--- config.mk ---
export PLATFORM = sky130hd
export DESIGN_NAME = ppaf_port_pins
export DESIGN_NICKNAME = d
export VERILOG_FILES = /design/src/hdl/ppaf_port_pins.v /design/src/hdl/ppaf_sync2.v
export VERILOG_INCLUDE_DIRS = /design/src /design/src/common
export SDC_FILE = /design/constraint.sdc
export NUM_CORES = 1
export LEC_CHECK = 0
export ABC_AREA = 0
export BUFFER_PORTS_ARGS = -buffer_cell sky130_fd_sc_hd__buf_2
export CAP_MARGIN = 40
export CORE_MARGIN = 1.5
export CORE_UTILIZATION = 49
export CTS_CLUSTER_DIAMETER = 40
export DETAILED_ROUTE_END_ITERATION = 16
export GPL_TIMING_DRIVEN = 0
export PLACE_DENSITY_LB_ADDON = 0.08
export SLEW_MARGIN = 0
export SYNTH_ARGS = -nofsm -noshare
export SYNTH_HDL_FRONTEND = slang
export SYNTH_SLANG_ARGS = --single-unit
--- constraint.sdc ---
create_clock -name clk -period 3.7 [get_ports clk]
set_clock_uncertainty 0.2 [all_clocks]
set_input_delay 0.555 -clock clk [delete_from_list [all_inputs] [get_ports clk]]
set_output_delay 0.555 -clock clk [all_outputs]
set_load 0.01 [all_outputs]
--- src/common/ppaf_defines.vh ---
/*
 constants for the port pin block: reset values, field positions, timing counts.
 assumes inclusion by bare name from the design files.
*/
`ifndef PPAF_DEFINES_VH
`define PPAF_DEFINES_VH
`define PPAF_PORT_W        8
`define PPAF_ANA_RST       8'hFF
`define PPAF_BIDIR_RST     8'hFF
`define PPAF_RST_CYCLES    24
`define PPAF_RST_CNT_W     5
`define PPAF_SS_BIT        5
`define PPAF_RXD_BIT       0
`define PPAF_TXD_BIT       1
`define PPAF_IRQ0_BIT      2
`define PPAF_IRQ1_BIT      3
`define PPAF_SEL_GPIO      2'h0
`define PPAF_SEL_MISO      2'h1
`define PPAF_SEL_PWM       2'h2
`endif

--- src/hdl/ppaf_port_pins.v ---
/*
 port pin logic: analog input port mode control, bidirectional port with
 pull-up style drive, alternate function muxing, qualified reset request.
 assumes pins are resolved outside from the output enables; the pull-up is
 modelled by the outside wire when the enable is low.
*/
// How it works
// RL1: analog port is eight inputs, never driven
// RL2: reset leaves every analog pin analog
// RL3: writing zero selects digital input path
// RL4: latch one releases pin to pull-up, input
// RL5: reset request needs 24 high cycles
// RL6: each ext irq edge or level selectable
// RL7: each ext irq has priority bit
// RL8: ext irq pins gate matching timers
// RL9: serial pins: sync clock/data, async txd/rxd
// RL10: spi slave select from analog bit five
// RL11: bit three: irq, miso or pwm
// RL12: zero latch drives low, read pin level; with pwm routed, bit three follows the pwm level and ignores the latch
`timescale 1ns/1ps
`include "ppaf_defines.vh"
module ppaf_port_pins #(
    parameter W          = `PPAF_PORT_W,
    parameter RST_CYCLES = `PPAF_RST_CYCLES
) (
    clk,
    sys_rst,
    reset_pin_in,
    ana_wr,
    ana_wdata,
    ana_pin_in,
    ana_mode_rd,
    ana_digital_rd,
    spi_ss_n,
    bidir_wr,
    bidir_wdata,
    bidir_pin_in,
    bidir_pin_out,
    bidir_pin_oe,
    bidir_rd,
    uart_sync_mode,
    uart_txd,
    uart_sclk,
    uart_rx_dout,
    uart_rx_doe,
    uart_rx_din,
    spi_miso_en,
    spi_miso_out,
    spi_miso_in,
    pwm_route_en,
    pwm_output_first,
    irq_edge_mode,
    irq_prio_cfg,
    irq_clr,
    irq_req,
    irq_prio,
    timer_gate,
    core_rst_req
);
    input  wire         clk;
    input  wire         sys_rst;
    input  wire         reset_pin_in;
    input  wire         ana_wr;
    input  wire [W-1:0] ana_wdata;
    input  wire [W-1:0] ana_pin_in;
    output reg  [W-1:0] ana_mode_rd;
    output reg  [W-1:0] ana_digital_rd;
    output reg          spi_ss_n;
    input  wire         bidir_wr;
    input  wire [W-1:0] bidir_wdata;
    input  wire [W-1:0] bidir_pin_in;
    output reg  [W-1:0] bidir_pin_out;
    output reg  [W-1:0] bidir_pin_oe;
    output reg  [W-1:0] bidir_rd;
    input  wire         uart_sync_mode;
    input  wire         uart_txd;
    input  wire         uart_sclk;
    input  wire         uart_rx_dout;
    input  wire         uart_rx_doe;
    output reg          uart_rx_din;
    input  wire         spi_miso_en;
    input  wire         spi_miso_out;
    output reg          spi_miso_in;
    input  wire         pwm_route_en;
    input  wire         pwm_output_first;
    input  wire [1:0]   irq_edge_mode;
    input  wire [1:0]   irq_prio_cfg;
    input  wire [1:0]   irq_clr;
    output reg  [1:0]   irq_req;
    output reg  [1:0]   irq_prio;
    output reg  [1:0]   timer_gate;
    output reg          core_rst_req;

    reg  [W-1:0] ana_mode_q;     // 1 = analog, 0 = digital input
    reg  [W-1:0] bidir_latch_q;
    reg  [1:0]   irq_prev_q;
    reg  [`PPAF_RST_CNT_W-1:0] rst_cnt_q;
    reg  [W-1:0] pin_out_d;
    reg  [W-1:0] pin_oe_d;
    reg  [1:0]   bit3_sel;
    reg  [1:0]   irq_set;
    wire [W-1:0] ana_sync;
    wire [W-1:0] bidir_sync;
    wire         rst_sync;
    wire [1:0]   irq_lvl_n;

    // pin synchronisers
    ppaf_sync2 #(.W(W), .INIT(0)) u_sync_ana (
        .clk     (clk),
        .sys_rst (sys_rst),
        .d       (ana_pin_in),
        .q       (ana_sync)
    );
    ppaf_sync2 #(.W(W), .INIT(`PPAF_BIDIR_RST)) u_sync_bidir (
        .clk     (clk),
        .sys_rst (sys_rst),
        .d       (bidir_pin_in),
        .q       (bidir_sync)
    );
    ppaf_sync2 #(.W(1), .INIT(0)) u_sync_rst (
        .clk     (clk),
        .sys_rst (sys_rst),
        .d       (reset_pin_in),
        .q       (rst_sync)
    );

    // interrupt pins are active low levels on bits two and three
    assign irq_lvl_n = {bidir_sync[`PPAF_IRQ1_BIT], bidir_sync[`PPAF_IRQ0_BIT]};

    // bit three routing select, pwm has precedence over miso
    always @* begin
        bit3_sel = `PPAF_SEL_GPIO;
        if (pwm_route_en)
            bit3_sel = `PPAF_SEL_PWM; // RL11
        else if (spi_miso_en)
            bit3_sel = `PPAF_SEL_MISO; // RL11
    end

    // bidirectional drive: low only when the source is zero, else released
    always @* begin
        pin_out_d = {W{1'b0}};
        pin_oe_d  = ~bidir_latch_q; // RL12 RL4
        // serial pins
        if (uart_sync_mode) begin
            pin_oe_d[`PPAF_TXD_BIT] = ~(uart_sclk & bidir_latch_q[`PPAF_TXD_BIT]); // RL9
            pin_oe_d[`PPAF_RXD_BIT] = (uart_rx_doe & ~uart_rx_dout)
                                      | ~bidir_latch_q[`PPAF_RXD_BIT]; // RL9
        end else begin
            pin_oe_d[`PPAF_TXD_BIT] = ~(uart_txd & bidir_latch_q[`PPAF_TXD_BIT]); // RL9
        end
        case (bit3_sel)
            `PPAF_SEL_PWM:
                pin_oe_d[`PPAF_IRQ1_BIT] = ~pwm_output_first; // RL11
            `PPAF_SEL_MISO:
                pin_oe_d[`PPAF_IRQ1_BIT] = ~(spi_miso_out & bidir_latch_q[`PPAF_IRQ1_BIT]);
            `PPAF_SEL_GPIO:
                pin_oe_d[`PPAF_IRQ1_BIT] = ~bidir_latch_q[`PPAF_IRQ1_BIT];
            default:
                pin_oe_d[`PPAF_IRQ1_BIT] = 1'b0;
        endcase
    end

    // interrupt event detection: falling edge on edge mode bits only; low level is taken in the flag update
    always @* begin
        irq_set = irq_edge_mode & irq_prev_q & ~irq_lvl_n; // RL6
    end

    // port latches and interrupt flags
    always @(posedge clk or posedge sys_rst) begin
        if (sys_rst) begin
            ana_mode_q    <= `PPAF_ANA_RST; // RL2
            bidir_latch_q <= `PPAF_BIDIR_RST;
            irq_prev_q    <= 2'h3;
            irq_req       <= 2'h0;
        end else begin
            if (ana_wr)
                ana_mode_q <= ana_wdata; // RL3
            if (bidir_wr)
                bidir_latch_q <= bidir_wdata; // RL12
            irq_prev_q <= irq_lvl_n;
            // edge flags: set wins over clear; level mode follows the pin
            irq_req <= (irq_edge_mode & ((irq_req & ~irq_clr) | irq_set))
                       | (~irq_edge_mode & ~irq_lvl_n); // RL6
        end
    end

    // reset qualifier: count consecutive high cycles
    always @(posedge clk or posedge sys_rst) begin
        if (sys_rst) begin
            rst_cnt_q    <= {`PPAF_RST_CNT_W{1'b0}};
            core_rst_req <= 1'b0;
        end else if (!rst_sync) begin
            rst_cnt_q    <= {`PPAF_RST_CNT_W{1'b0}};
            core_rst_req <= 1'b0;
        end else if (rst_cnt_q < RST_CYCLES[`PPAF_RST_CNT_W-1:0] - 1'b1) begin
            rst_cnt_q <= rst_cnt_q + 1'b1; // RL5
        end else begin
            core_rst_req <= 1'b1; // RL5
        end
    end

    // registered outputs
    always @(posedge clk or posedge sys_rst) begin
        if (sys_rst) begin
            bidir_pin_out  <= {W{1'b0}};
            bidir_pin_oe   <= {W{1'b0}};
            bidir_rd       <= `PPAF_BIDIR_RST;
            ana_mode_rd    <= `PPAF_ANA_RST;
            ana_digital_rd <= {W{1'b0}};
            spi_ss_n       <= 1'b1;
            uart_rx_din    <= 1'b1;
            spi_miso_in    <= 1'b1;
            irq_prio       <= 2'h0;
            timer_gate     <= 2'h0;
        end else begin
            bidir_pin_out  <= pin_out_d;
            bidir_pin_oe   <= pin_oe_d;
            bidir_rd       <= bidir_sync; // RL12
            ana_mode_rd    <= ana_mode_q;
            ana_digital_rd <= ana_sync & ~ana_mode_q; // RL1 RL3
            spi_ss_n       <= ana_mode_q[`PPAF_SS_BIT] | ana_sync[`PPAF_SS_BIT]; // RL10
            uart_rx_din    <= bidir_sync[`PPAF_RXD_BIT]; // RL9
            spi_miso_in    <= bidir_sync[`PPAF_IRQ1_BIT]; // RL11
            irq_prio       <= irq_prio_cfg; // RL7
            timer_gate     <= irq_lvl_n; // RL8
        end
    end
endmodule // ppaf_port_pins

--- src/hdl/ppaf_sync2.v ---
/*
 two flip-flop synchroniser for a bus of pin levels.
 assumes levels asynchronous to clk; first stage read only by the second.
*/
`timescale 1ns/1ps
module ppaf_sync2 #(
    parameter W    = 8,
    parameter INIT = 0
) (
    clk,
    sys_rst,
    d,
    q
);
    input  wire         clk;
    input  wire         sys_rst;
    input  wire [W-1:0] d;
    output reg  [W-1:0] q;

    reg [W-1:0] meta_q;

    // two stage capture
    always @(posedge clk or posedge sys_rst) begin
        if (sys_rst) begin
            meta_q <= INIT[W-1:0];
            q      <= INIT[W-1:0];
        end else begin
            meta_q <= d;
            q      <= meta_q;
        end
    end
endmodule // ppaf_sync2

==> results.ini <==
[run_status]
outcome = complete, no violations

[logic_synthesis]
synth_top_cell_area_share = 0.432
yosysTopAreaCell = dfstp_2
synth_area_um2 = 2980
ys_top_cells_by_count = 49 x dfstp_2, 46 x dfrtp_1, 12 x mux2_2
synth.most_common_cell = dfstp_2
ys_seq_area_frac = 0.819
netlist_instances = 178
ys_types = 26
synth-edff-count = 0
ys_seq_elements = 95
yosysWarnings = 0
postSynthAreaPerCell_um2 = 16.7
netlist_top_cells_area = dfstp_2 43%, dfrtp_1 39%, mux2_2 4.5%
synthFlopType = dfstp_2
synth_async_sr_flop_share = 1.00

[sta]
final-setup-viol-count = 0
period_needed_ns = 1.84
hold_violations = 0
slew_headroom = 0.631
finalWorstSetupSlack_ns = 1.86
rsz0062_at_grt = false
worst_pin_slew_ns = 0.554
tns_ns = 0
min_period_over_period = 0.499
fmax_ghz = 0.542
finalMaxSlewViolations = 0

[cells_and_area]
fin_nets = 342
finalNonFillerCells = 369
diodes = 0
filler_cell_count = 457
syn_to_final_growth_pct = 27.5
final_layout_size_suffix_gt1_frac = 0.622

[place]
place_ws_ns = 2.14
placed_cells = 353
hpwl_um = 3160
portBuffers = 92
place_congestion = 0.768

[detailed_routing]
drtIter0Drc = 73
routedWlPerCell_um = 12.4
ant_nets = 0
wl_met2_um = 2140
drt_pass1_iterations = 2
drcViolationCount = 0
avgViaCountPerCell = 4.43
route.met3.wl_um = 379
routed-via-count = 1636
routed.top_layer = met4
wl_met1_um = 1940
wirelength_um = 4570

[clocking]
ctsHtreeMaxLevel = 3
clkSinkCount = 95
cts_tree = built
clockBufferDepth = 2
hold_buffers = 0
post_cts_resized = 0
clk_latency_ns = 0.34
cts_setup_buffers = 0
cts_root_buf = clkbuf_8
cts_buffers = 9
path_clk_slew_ns = 0.08

[setup_path]
startpoint_type = register
cp-end-kind = output port
critPathRequiredTime_ns = 2.94
r2r_slack_ns = 2.39
crit_fanout = 2
crit_type = reg -> out
arrival_ns = 1.09
reg2reg_to = rst_cnt_q[2]$_DFFE_PP0P_
reg2reg_depth = 3
timing.rr.start = rst_cnt_q[0]$_DFFE_PP0P_

[global_route]
grt_use_total = 0.148
grt.overflow.total = 0
grt_max_degree = 52
grt_pass1_vias = 1554
grt_pass1_wl_um = 7050
antenna_found_initial = 0

[die]
rows = 28
initial_core_util = 0.506
die-area_um2 = 6550
core_um2 = 5890
die_y_um = 81.0
ioPinCount = 102
dieWidth_um = 81.0

[power]
vdd_drop_max_mv = 0.305
leakagePower_nw = 1.82
powerDensity_nw_per_um2 = 529

[worst_hold_path]
hold_path.class = in -> async

[flow_run]
timing.max_cap.violations = 0

==> layout make-up <==
cell class                      instances  area (µm²)  area share
Clock buffer                           13         169      0.0445
Timing Repair Buffer                   93         488       0.129
Multi-Input combinational cell         70         452       0.119
Tap cell                               75        93.8      0.0247
Inverter                                8        32.5     0.00857
Buffer                                 12        83.8      0.0221
Clock inverter                          3        40.0      0.0105
Sequential cell                        95        2440       0.642
==> cells by family (layout without fill, tap and decap cells) <==
group,count (synthesis),in the layout,share of synthesized area
buf+inv,20,129,0.0382
other cells,1,8,0.00126
flops,95,95,0.819
compound gates,19,19,0.0370
mux,12,12,0.0454
fa+ha+maj,1,1,0.00420
simple gates,30,30,0.0550
==> worst max-delay path by stage <==
stage | startpoint | endpoint | slack, ns | cells after the start
global route | bidir_rd[3]$_DFF_PP1_ | bidir_rd[3] | 1.81 | 2
global placement | sys_rst | u_sync_ana.meta_q[4]$_DFF_PP0_ | -0.44 | 2
floorplan | sys_rst | ana_digital_rd[0]$_DFF_PP0_ | 0.55 | 1
finish | bidir_rd[0]$_DFF_PP1_ | bidir_rd[0] | 1.86 | 2
CTS | bidir_rd[3]$_DFF_PP1_ | bidir_rd[3] | 1.83 | 2
detailed placement | sys_rst | ana_mode_rd[6]$_DFF_PP1_ | 2.14 | 3
==> registers in the layout, indices dropped and copies added, names as in the netlist, 5 cells and up <==
register	flops
ana_digital_rd	8
ana_mode_q	8
ana_mode_rd	8
bidir_latch_q	8
bidir_pin_oe	8
bidir_rd	8
u_sync_ana.meta_q	8
u_sync_ana.q	8
u_sync_bidir.meta_q	8
u_sync_bidir.q	8
rst_cnt_q	5
==> layer usage <==
layer | up-vias | track usage
met4 | 0 | 0.0879
met5 | - | 0
met3 | 11 | 0.0506
met2 | 69 | 0.216
met1 | 779 | 0.193
li1 | 777 | -
==> critical path: stages (launching register included) <==
cell and delay [ns]:
dfstp_2 0.54, buf_4 0.09, buf_2 0.11
==> per-stage QoR <==
stage | area [µm²] | hold slack, ns | power (mW) | util
finish | 3800 | 0.0646 | 2.01 | 0.645
global route | 3800 | 0.0770 | 2.10 | 0.645
CTS | 3800 | 0.0691 | 2.04 | 0.645
detailed placement | 3590 | 0.135 | 1.34 | 0.610
global placement | 3560 | 0.132 | 1.33 | 0.605
floorplan | 3000 | 0.131 | 1.26 | -
==> cells in the final DEF, fill, tap and decap left out, types with 2 or more instances in the layout <==
| cell type | Yosys | layout |
|---|---|---|
| conb_1 | 1 | 8 |
| nand2_1 | 9 | 9 |
| clkbuf_1 | 1 | 2 |
| clkbuf_8 | 0 | 12 |
| dfrtp_1 | 46 | 46 |
| buf_2 | 1 | 93 |
| buf_4 | 10 | 10 |
| dfstp_2 | 49 | 49 |
| o21ai_0 | 10 | 10 |
| a21oi_1 | 3 | 3 |
| mux2_2 | 12 | 12 |
| nor2_1 | 2 | 2 |
| nor2b_1 | 11 | 11 |
| inv_1 | 8 | 7 |
| clkinv_2 | 0 | 2 |
| nand3b_1 | 3 | 3 |
==> where the power goes <==
part           leakage (nW)  internal, mW  switching [mW]
clock network         0.109         0.366           0.320
registers              1.07          1.14          0.0274
logic                 0.643        0.0753          0.0803
No activity file was read; power rests on OpenSTA's default activity.
